[src/tcs_pkg.sv]
// Purpose : constants for the type-c status and event flag register bank
// Assumes : classic wishbone slave, 32-bit data, 8-bit registers in low lane
// Notes   : byte address of a register is four times its index
// ============================================================
// Overview of operation
// - active cc pin in status one bits 7:6; 00 none, 01 cc1.
// - vbus safe-zero bit meaningful only in attached source or sink states.
// - system fault change sets event bit 7 until software reads it.
// - input overvoltage change sets event bit 6; a read clears it.
// - current limit change latches event bit 5; reads zero after a read.
// - battery presence change sets event bit 1; read clears it.
// ============================================================
package tcs_pkg;

   // ============================================================
   // register indices; byte address is four times the index
   localparam logic [7:0] TCS_IDX_STAT1 = 8'h09;
   localparam logic [7:0] TCS_IDX_STAT2 = 8'h0A;
   localparam logic [7:0] TCS_IDX_EVT   = 8'h0B;
   localparam logic [7:0] TCS_IDX_IST   = 8'h10;
   localparam logic [7:0] TCS_IDX_IMSK  = 8'h11;

   // ============================================================
   // field positions
   localparam int TCS_CC_PIN_LSB  = 6;
   localparam int TCS_CUR_LSB     = 4;
   localparam int TCS_VCONN_BIT   = 3;
   localparam int TCS_FSM_LSB     = 0;
   localparam int TCS_VSAFE0_BIT  = 3;
   localparam int TCS_ABORT_BIT   = 2;
   localparam int TCS_EV_SYSTEM_FAULT   = 7;
   localparam int TCS_EV_OVP      = 6;
   localparam int TCS_EV_CURRENT_LIMIT     = 5;
   localparam int TCS_EV_VSYS     = 4;
   localparam int TCS_EV_THRM150  = 3;
   localparam int TCS_EV_THRM120  = 2;
   localparam int TCS_EV_BATTERY_PRESENT   = 1;
   localparam int TCS_EV_WEAKCHG  = 0;

   // ============================================================
   // values after reset
   localparam logic [7:0] TCS_RST_BYTE = 8'h00;
   localparam logic [7:0] TCS_RST_MASK = 8'h00;

   // ============================================================
   // type-c state machine codes
   typedef enum logic [2:0] {
      TCS_FSM_NONE   = 3'h0,
      TCS_FSM_UFP    = 3'h1,
      TCS_FSM_DFP    = 3'h2,
      TCS_FSM_AUDIO  = 3'h3,
      TCS_FSM_DEBUG  = 3'h4,
      TCS_FSM_ERROR  = 3'h5,
      TCS_FSM_DIS    = 3'h6,
      TCS_FSM_RFU    = 3'h7
   } tcs_fsm_type;

   localparam logic [1:0] TCS_CC_NONE = 2'h0;
   localparam logic [1:0] TCS_CC_ONE  = 2'h1;

endpackage : tcs_pkg

[src/tcs_top.sv]
// Purpose : type-c status and clear-on-read event flag register bank
// Assumes : status inputs synchronous to clock; classic wishbone slave
// Notes   : event flags also feed a sticky w1c interrupt status with mask
//
// The Wishbone slave port is this design's own decision.
`timescale 1ns/1ps

module tcs_top
   import tcs_pkg::*;
#(
   parameter int ADR_W = 8
)
(
   input  wire logic             clock,
   input  wire logic             arst_n,
   input  wire logic             ce,
   // wishbone classic slave
   input  wire logic             wb_cyc_i,
   input  wire logic             wb_stb_i,
   input  wire logic             wb_we_i,
   input  wire logic [ADR_W-1:0] wb_adr_i,
   input  wire logic [3:0]       wb_sel_i,
   input  wire logic [31:0]      wb_dat_i,
   output logic                  wb_ack_o,
   output logic [31:0]           wb_dat_o,
   // type-c status
   input  wire logic [1:0]       active_cc_pin,
   input  wire logic [1:0]       advertised_current_level,
   input  wire logic             vconn_state,
   input  wire logic [2:0]       typec_fsm_state,
   input  wire logic             vbus_safe_zero,
   input  wire logic             detect_abort,
   // monitored conditions
   input  wire logic             system_fault,
   input  wire logic             input_overvolt,
   input  wire logic             current_limit,
   input  wire logic             sys_reg_active,
   input  wire logic             thermal_sd_150,
   input  wire logic             thermal_sd_120,
   input  wire logic             battery_present,
   input  wire logic             weak_charge,
   // interrupt
   output logic                  irq
);

   // ============================================================
   // address decode
   function automatic logic hit(input logic [ADR_W-1:0] adr,
                                input logic [7:0]       idx);
      hit = (adr == ADR_W'({idx, 2'b00}));
   endfunction

   function automatic logic attached(input logic [2:0] st);
      attached = (st == TCS_FSM_UFP) || (st == TCS_FSM_DFP);
   endfunction

   logic       ack_q;
   logic [31:0] dat_q;
   logic       irq_q;
   logic [7:0] stat1_q;
   logic [7:0] stat2_q;
   logic [7:0] evt_q;
   logic [7:0] evt_d;
   logic [7:0] prev_q;
   logic       prime_q;
   logic [7:0] ist_q;
   logic [7:0] ist_d;
   logic [7:0] msk_q;
   logic [7:0] msk_d;

   wire        req     = wb_cyc_i & wb_stb_i & ~ack_q;
   wire        take    = ce & req;
   wire        rd      = take & ~wb_we_i;
   wire        wr      = take & wb_we_i & wb_sel_i[0];
   wire        sel_s1  = hit(wb_adr_i, TCS_IDX_STAT1);
   wire        sel_s2  = hit(wb_adr_i, TCS_IDX_STAT2);
   wire        sel_ev  = hit(wb_adr_i, TCS_IDX_EVT);
   wire        sel_is  = hit(wb_adr_i, TCS_IDX_IST);
   wire        sel_im  = hit(wb_adr_i, TCS_IDX_IMSK);
   wire        rd_ev   = rd & sel_ev;
   wire        wr_is   = wr & sel_is;
   wire        wr_im   = wr & sel_im;

   // ============================================================
   // status capture
   wire [7:0]  stat1_n = {active_cc_pin,
                          advertised_current_level,
                          vconn_state,
                          typec_fsm_state};
   // safe-zero is undefined outside attached states, so read it as zero
   wire        vsafe   = vbus_safe_zero
                         & attached(typec_fsm_state);
   wire [7:0]  stat2_n = {4'h0, vsafe, detect_abort, 2'h0};

   // ============================================================
   // change detection
   wire [7:0]  cond_n  = {system_fault,
                          input_overvolt,
                          current_limit,
                          sys_reg_active,
                          thermal_sd_150,
                          thermal_sd_120,
                          battery_present,
                          weak_charge};
   // the first sample after reset only primes the history, no event
   wire [7:0]  chg     = prime_q ? (cond_n ^ prev_q) : 8'h00;

   // set wins over the clear made by a read in the same cycle
   assign evt_d = (rd_ev ? 8'h00 : evt_q)
                  | chg;

   assign ist_d = (wr_is ? (ist_q & ~wb_dat_i[7:0]) : ist_q) | chg;
   assign msk_d = wr_im ? wb_dat_i[7:0] : msk_q;

   // ============================================================
   // read mux
   wire [7:0]  rd_byte = sel_s1 ? stat1_q :
                         sel_s2 ? stat2_q :
                         sel_ev ? evt_q   :
                         sel_is ? ist_q   :
                         sel_im ? msk_q   : 8'h00;
   // unmapped addresses still ack, with zero data

   // ============================================================
   // registers
   always_ff @(posedge clock or negedge arst_n)
   begin
      if (!arst_n)
      begin
         stat1_q <= TCS_RST_BYTE;
         stat2_q <= TCS_RST_BYTE;
         prev_q  <= TCS_RST_BYTE;
         prime_q <= 1'b0;
      end
      else if (ce)
      begin
         stat1_q <= stat1_n;
         stat2_q <= stat2_n;
         prev_q  <= cond_n;
         prime_q <= 1'b1;
      end
   end

   // event flags clear only on a read, istat bits on a w1c write; writes to status and event are dropped
   always_ff @(posedge clock or negedge arst_n)
   begin
      if (!arst_n)
      begin
         evt_q <= TCS_RST_BYTE;
         ist_q <= TCS_RST_BYTE;
         msk_q <= TCS_RST_MASK;
      end
      else if (ce)
      begin
         evt_q <= evt_d;
         ist_q <= ist_d;
         msk_q <= msk_d;
      end
   end

   always_ff @(posedge clock or negedge arst_n)
   begin
      if (!arst_n)
      begin
         ack_q <= 1'b0;
         dat_q <= 32'h0000_0000;
         irq_q <= 1'b0;
      end
      else if (ce)
      begin
         ack_q <= req;
         if (rd)
         begin
            dat_q <= {24'h00_0000, rd_byte};
         end
         irq_q <= |(ist_d & msk_d);
      end
   end

   assign wb_ack_o = ack_q;
   assign wb_dat_o = dat_q;
   assign irq      = irq_q;

   // ============================================================
   // checks
   wire rd_s1 = rd & sel_s1;
   wire rd_s2 = rd & sel_s2;
   wire wr_ro = take & wb_we_i & (sel_s1 | sel_s2 | sel_ev);

   property p_cc_pin;
      @(posedge clock) disable iff (!arst_n)
      rd_s1 |=> wb_dat_o[7:6] == $past(stat1_q[7:6]) && wb_ack_o;
   endproperty
   a_cc_pin: assert property (p_cc_pin)
      else $error("cc pin field not returned in bits 7:6");

   property p_cc_capture;
      @(posedge clock) disable iff (!arst_n)
      ce && active_cc_pin == TCS_CC_ONE |=> stat1_q[7:6] == TCS_CC_ONE;
   endproperty
   a_cc_capture: assert property (p_cc_capture)
      else $error("cc1 active not captured");

   property p_vsafe;
      @(posedge clock) disable iff (!arst_n)
      ce && !attached(typec_fsm_state) |=> !stat2_q[TCS_VSAFE0_BIT];
   endproperty
   a_vsafe: assert property (p_vsafe)
      else $error("safe-zero bit shown outside attached state");

   property p_vsafe_read;
      @(posedge clock) disable iff (!arst_n)
      rd_s2 |=> wb_dat_o[7:0] == $past(stat2_q);
   endproperty
   a_vsafe_read: assert property (p_vsafe_read)
      else $error("status two read data wrong");

   property p_system_fault_set;
      @(posedge clock) disable iff (!arst_n)
      ce && prime_q && (system_fault != prev_q[TCS_EV_SYSTEM_FAULT])
      |=> evt_q[TCS_EV_SYSTEM_FAULT] ##1 (evt_q[TCS_EV_SYSTEM_FAULT] || $past(rd_ev));
   endproperty
   a_system_fault_set: assert property (p_system_fault_set)
      else $error("system fault change not latched");

   property p_ovp_clear;
      @(posedge clock) disable iff (!arst_n)
      rd_ev && !chg[TCS_EV_OVP] |=> !evt_q[TCS_EV_OVP];
   endproperty
   a_ovp_clear: assert property (p_ovp_clear)
      else $error("overvoltage flag not cleared by read");

   property p_current_limit_hold;
      @(posedge clock) disable iff (!arst_n)
      evt_q[TCS_EV_CURRENT_LIMIT] && !rd_ev |=> evt_q[TCS_EV_CURRENT_LIMIT];
   endproperty
   a_current_limit_hold: assert property (p_current_limit_hold)
      else $error("current limit flag lost before read");

   property p_bat_read;
      @(posedge clock) disable iff (!arst_n)
      rd_ev |=> wb_dat_o[TCS_EV_BATTERY_PRESENT] == $past(evt_q[TCS_EV_BATTERY_PRESENT])
               && evt_q[TCS_EV_BATTERY_PRESENT] == $past(chg[TCS_EV_BATTERY_PRESENT]);
   endproperty
   a_bat_read: assert property (p_bat_read)
      else $error("battery flag read or clear wrong");

   property p_ro_write;
      @(posedge clock) disable iff (!arst_n)
      wr_ro && chg == 8'h00 |=> evt_q == $past(evt_q);
   endproperty
   a_ro_write: assert property (p_ro_write)
      else $error("write altered event register");

   property p_irq;
      @(posedge clock) disable iff (!arst_n)
      ce && |(ist_q & msk_q) && !wr_is && !wr_im |=> irq;
   endproperty
   a_irq: assert property (p_irq)
      else $error("irq low with unmasked status set");

   property p_cc_none;
      @(posedge clock) disable iff (!arst_n)
      ce && active_cc_pin == TCS_CC_NONE |=> stat1_q[7:6] == TCS_CC_NONE;
   endproperty
   a_cc_none: assert property (p_cc_none)
      else $error("no determination code not captured");

   property p_vsafe_attached;
      @(posedge clock) disable iff (!arst_n)
      ce && attached(typec_fsm_state)
      |=> stat2_q[TCS_VSAFE0_BIT] == $past(vbus_safe_zero);
   endproperty
   a_vsafe_attached: assert property (p_vsafe_attached)
      else $error("safe-zero bit lost in attached state");

   property p_system_fault_clear;
      @(posedge clock) disable iff (!arst_n)
      rd_ev && !chg[TCS_EV_SYSTEM_FAULT] |=> !evt_q[TCS_EV_SYSTEM_FAULT];
   endproperty
   a_system_fault_clear: assert property (p_system_fault_clear)
      else $error("system fault flag not cleared by read");

   property p_ovp_set;
      @(posedge clock) disable iff (!arst_n)
      ce && prime_q && (input_overvolt != prev_q[TCS_EV_OVP])
      |=> evt_q[TCS_EV_OVP];
   endproperty
   a_ovp_set: assert property (p_ovp_set)
      else $error("overvoltage change not latched");

   property p_ovp_read;
      @(posedge clock) disable iff (!arst_n)
      rd_ev |=> wb_dat_o[TCS_EV_OVP] == $past(evt_q[TCS_EV_OVP]);
   endproperty
   a_ovp_read: assert property (p_ovp_read)
      else $error("overvoltage flag not returned by read");

   property p_current_limit_set;
      @(posedge clock) disable iff (!arst_n)
      ce && prime_q && (current_limit != prev_q[TCS_EV_CURRENT_LIMIT])
      |=> evt_q[TCS_EV_CURRENT_LIMIT];
   endproperty
   a_current_limit_set: assert property (p_current_limit_set)
      else $error("current limit change not latched");

   property p_current_limit_clear;
      @(posedge clock) disable iff (!arst_n)
      rd_ev && !chg[TCS_EV_CURRENT_LIMIT] |=> !evt_q[TCS_EV_CURRENT_LIMIT];
   endproperty
   a_current_limit_clear: assert property (p_current_limit_clear)
      else $error("current limit flag not cleared by read");

   property p_bat_set;
      @(posedge clock) disable iff (!arst_n)
      ce && prime_q && (battery_present != prev_q[TCS_EV_BATTERY_PRESENT])
      |=> evt_q[TCS_EV_BATTERY_PRESENT];
   endproperty
   a_bat_set: assert property (p_bat_set)
      else $error("battery presence change not latched");

   property p_stat_ro;
      @(posedge clock) disable iff (!arst_n)
      wr_ro |=> stat1_q == $past(stat1_n) && stat2_q == $past(stat2_n);
   endproperty
   a_stat_ro: assert property (p_stat_ro)
      else $error("write altered a status register");

   property p_ack_answer;
      @(posedge clock) disable iff (!arst_n)
      take |=> wb_ack_o;
   endproperty
   a_ack_answer: assert property (p_ack_answer)
      else $error("request taken without ack next cycle");

   property p_ack_pulse;
      @(posedge clock) disable iff (!arst_n)
      ce && wb_ack_o |=> !wb_ack_o;
   endproperty
   a_ack_pulse: assert property (p_ack_pulse)
      else $error("ack held longer than one cycle");

   property p_freeze;
      @(posedge clock) disable iff (!arst_n)
      !ce |=> evt_q == $past(evt_q) && ist_q == $past(ist_q)
              && wb_ack_o == $past(wb_ack_o);
   endproperty
   a_freeze: assert property (p_freeze)
      else $error("state moved while clock enable low");

   property p_ist_clear;
      @(posedge clock) disable iff (!arst_n)
      wr_is && chg == 8'h00
      |=> ist_q == ($past(ist_q) & ~$past(wb_dat_i[7:0]));
   endproperty
   a_ist_clear: assert property (p_ist_clear)
      else $error("interrupt status write one clear wrong");

endmodule // tcs_top

[config.mk]
export PLATFORM = sky130hd
export DESIGN_NAME = tcs_top
export DESIGN_NICKNAME = d
export VERILOG_FILES = /design/src/tcs_pkg.sv /design/src/tcs_top.sv
export SDC_FILE = /design/constraint.sdc
export NUM_CORES = 1
export LEC_CHECK = 0
export BUFFER_PORTS_ARGS = -buffer_cell sky130_fd_sc_hd__buf_2
export CORE_UTILIZATION = 44
export DETAILED_ROUTE_END_ITERATION = 16
export PLACE_DENSITY = 0.76
export SLEW_MARGIN = 25
export SYNTH_ARGS = -nofsm -noshare
export SYNTH_HDL_FRONTEND = slang
export SYNTH_SLANG_ARGS = --single-unit
export TNS_END_PERCENT = 1
[constraint.sdc]
create_clock -name clock -period 2.11 [get_ports clock]
set_clock_uncertainty 0.2 [all_clocks]
set_input_delay 0.422 -clock clock [delete_from_list [all_inputs] [get_ports clock]]
set_output_delay 0.422 -clock clock [all_outputs]
set_load 0.05 [all_outputs]
==> results_dict.tcl <==
set metrics [dict create \
    status "complete, but fails checks" \
    violations "negative setup slack" \
    grt.overflow.total 0 \
    async_flop_share_pct 100 \
    drtIter0Drc 224 \
    regArea_um2 1330 \
    period_needed_ps 2370 \
    wl_per_cell_um 15.6 \
    finalInstanceArea_um2 3230 \
    syn_area_per_cell_um2 10.4 \
    yosys.cell_types.count 35 \
    power_density_nw_per_um2 763 \
    gp_congestion 0.895 \
    timing.hold.ws_ps 125 \
    clk_latency_ps 320 \
    leakagePower_nw 1.49 \
    max-clock-path-buffers 2 \
    design.die.area_um2 6380 \
    hold_path.class "primary input to flip-flop" \
    fin_ws_ps -257 \
    post_cts.repair.setup_buffers 0 \
    ir_drop_uv 515 \
    die_h_um 79.9 \
    multi_input_area_um2 1200 \
    portBuffers 50 \
    nFillCells 512 \
    timing.rr.start "wb_ack_o" \
    syn-cell-area_um2 2670 \
    vias 2168 \
    clkSlewWorstSetupHoldPaths_ps 100 \
    cts_made_buffers 5 \
    yosysSeqAreaShare_pct 49.7 \
    grt_antenna_before_repair 0 \
    start_util_pct 47.0 \
    critPathMaxFanout 5 \
    final_nets 393 \
    antenna_cells 0 \
    path_buf_inv 1 \
    cts_max_level 2 \
    slew-limit-headroom_pct 65.0 \
    drive_gt1_share_pct 35.9 \
    io_pins 102 \
    rsz0062_at_grt "yes" \
    core_um2 5680 \
    cp_cell_sequence "buf_6 -> or4b_4 -> or4_4 -> or3b_1 -> a32oi_1 -> a41oi_1" \
    avgViaCountPerCell 5.45 \
    cts_num_sinks 53 \
    dr.pass1.iters 5 \
    die_x_um 79.9 \
    final-max-slew-violation-count 0 \
    max_freq_mhz 422 \
    grt_pass1_vias 2094 \
    max_slew.worst_pin.slew_ps 525 \
    worstSetupStartpoint "wb_adr_i[5]" \
    pre_cts_ws_ps -579 \
    cts-root-buf "clkbuf_8" \
    wl_um 6220 \
    ys_ff_latch 53 \
    setup_viol 1 \
    path_delay_family "simple AND/OR/NAND/NOR gates" \
    dpl_cell_area_um2 3050 \
    netlist_instances 257 \
    grt_max_degree 54 \
    yosysTopAreaCell "dfrtp_1" \
    cpMaxStageDelayCell "or4_4" \
    synth_edf_count 0 \
    hold_viol 0 \
    crit_required_ps 2100 \
    drv_cap 0 \
    cpPeakStageDelay_ps 610 \
    grt_pass1_wl_um 10300 \
    drcViolationCount 0 \
    grt_use_total_pct 21.6 \
    synth.area.top_cells "dfrtp_1, mux2_2, buf_4" \
    synth-warning-count 0 \
    finish.utilization_pct 56.9 \
    synth_flop_cell "dfrtp_1" \
    hpwl_um 4430 \
    finalCritPeriodShare_pct 112 \
    syn_to_final_growth_pct 21.2 \
    end_kind "flip-flop" \
    ant_nets 0 \
    crit_type "primary input to flip-flop" \
    cts_tree "done" \
    cp.arrival_ps 2360 \
    cp-start-kind "primary input" \
    synth.top_cell.area_share_pct 49.7 \
    placementRows 27 \
    min_from "detect_abort" \
]
[Yosys cell counts, drive strengths merged, types with 2 or more instances]
master / n
or4: 2
a31oi: 7
a222oi: 6
clkbuf: 13
inv: 3
a22oi: 4
xor2: 10
mux2: 25
nand3: 18
o41ai: 9
or4b: 2
buf: 26
nand2: 47
dfrtp: 53
nor2: 13
nand4b: 2
o21ai: 3
[where the power goes]
| group | internal, mW | leakage [nW] | total (mW) | switching (mW) |
|---|---|---|---|---|
| registers | 1.09 | 0.596 | 1.13 | 0.0408 |
| clock network | 0.471 | 0.0681 | 0.816 | 0.345 |
| logic | 0.150 | 0.825 | 0.523 | 0.373 |
[layer usage]
layer | wire, um | part of all wire, % | vias to the layer above | global-route usage (%)
met5 | 0 | 0 | - | 0
met1 | 2650 | 43 | 1027 | 30.6
met4 | 127 | 2.0 | 0 | 9.82
met3 | 652 | 10 | 10 | 4.69
li1 | - | - | 1010 | -
met2 | 2800 | 45 | 121 | 31.5
[through the flow]
step | total power [mW] | instances | setup TNS [ps]
floorplan | 1.54 | 280 | -1220
global placement | 1.65 | 388 | -3490
detailed placement | 1.67 | 388 | -3870
CTS | 2.47 | 398 | -261
global route | 2.56 | 398 | -338
finish | 2.46 | 398 | -257
[final cells by class]
type / count / share of cell area (%)
Sequential cell: 53 / 41.0
Timing Repair Buffer: 76 / 14.6
Multi-Input combinational cell: 186 / 37.0
Inverter: 3 / 0.348
Tap cell: 72 / 2.79
Clock buffer: 5 / 2.13
Clock inverter: 3 / 2.01
[final timing paths]
check                           cells past startpoint           to  slack (ps)
worst max-delay path                                6          irq        -260
worst min-delay path                                2   stat2_q[2]         120
worst max register to register                      5          irq        -210
worst min register to register                      2     evt_q[1]         290
max in group asynchronous                           3  wb_dat_o[0]        1060
min in group asynchronous                           3    prev_q[1]         420
[kinds of logic after synthesis]
logic type      Yosys count  synth area share, %
simple gates             90                 15.9
compound gates           35                 10.4
other cells               1                0.141
mux                      26                 10.9
flops                    53                 49.7
buf+inv                  42                 9.57
xor+xnor                 10                 3.28
[sequential cells by signal, summed over array words and instances, names as in the netlist]
name      cells
prev_q        8
msk_q         8
wb_dat_o      8
ist_q         8
irq           1
stat2_q       2
stat1_q       8
prime_q       1
evt_q         8
wb_ack_o      1
[timing repair]
| item | CTS | global route |
|---|---|---|
| gates cloned | 1 | 0 |
| setup endpoints to repair | 1 | 6 |
| hold endpoints to repair | 53 | 0 |
| resized for setup | 1 | 4 |
| pin swaps | 1 | 2 |
| hold buffers | 1 | 0 |
[cell usage in the layout (no fill, tap or decap), drive strengths merged, types with 2 or more instances in the layout]
master,n
buf,75
dfrtp,53
nand2,47
mux2,25
conb,24
nand3,18
nor2,13
xor2,10
o41ai,9
a31oi,7
a222oi,6
clkbuf,5
a22oi,4
inv,3
o21ai,3
or4,3
nand4b,2
or4b,2
bufinv,2
Note: power is estimated with default switching activity, not from simulation.
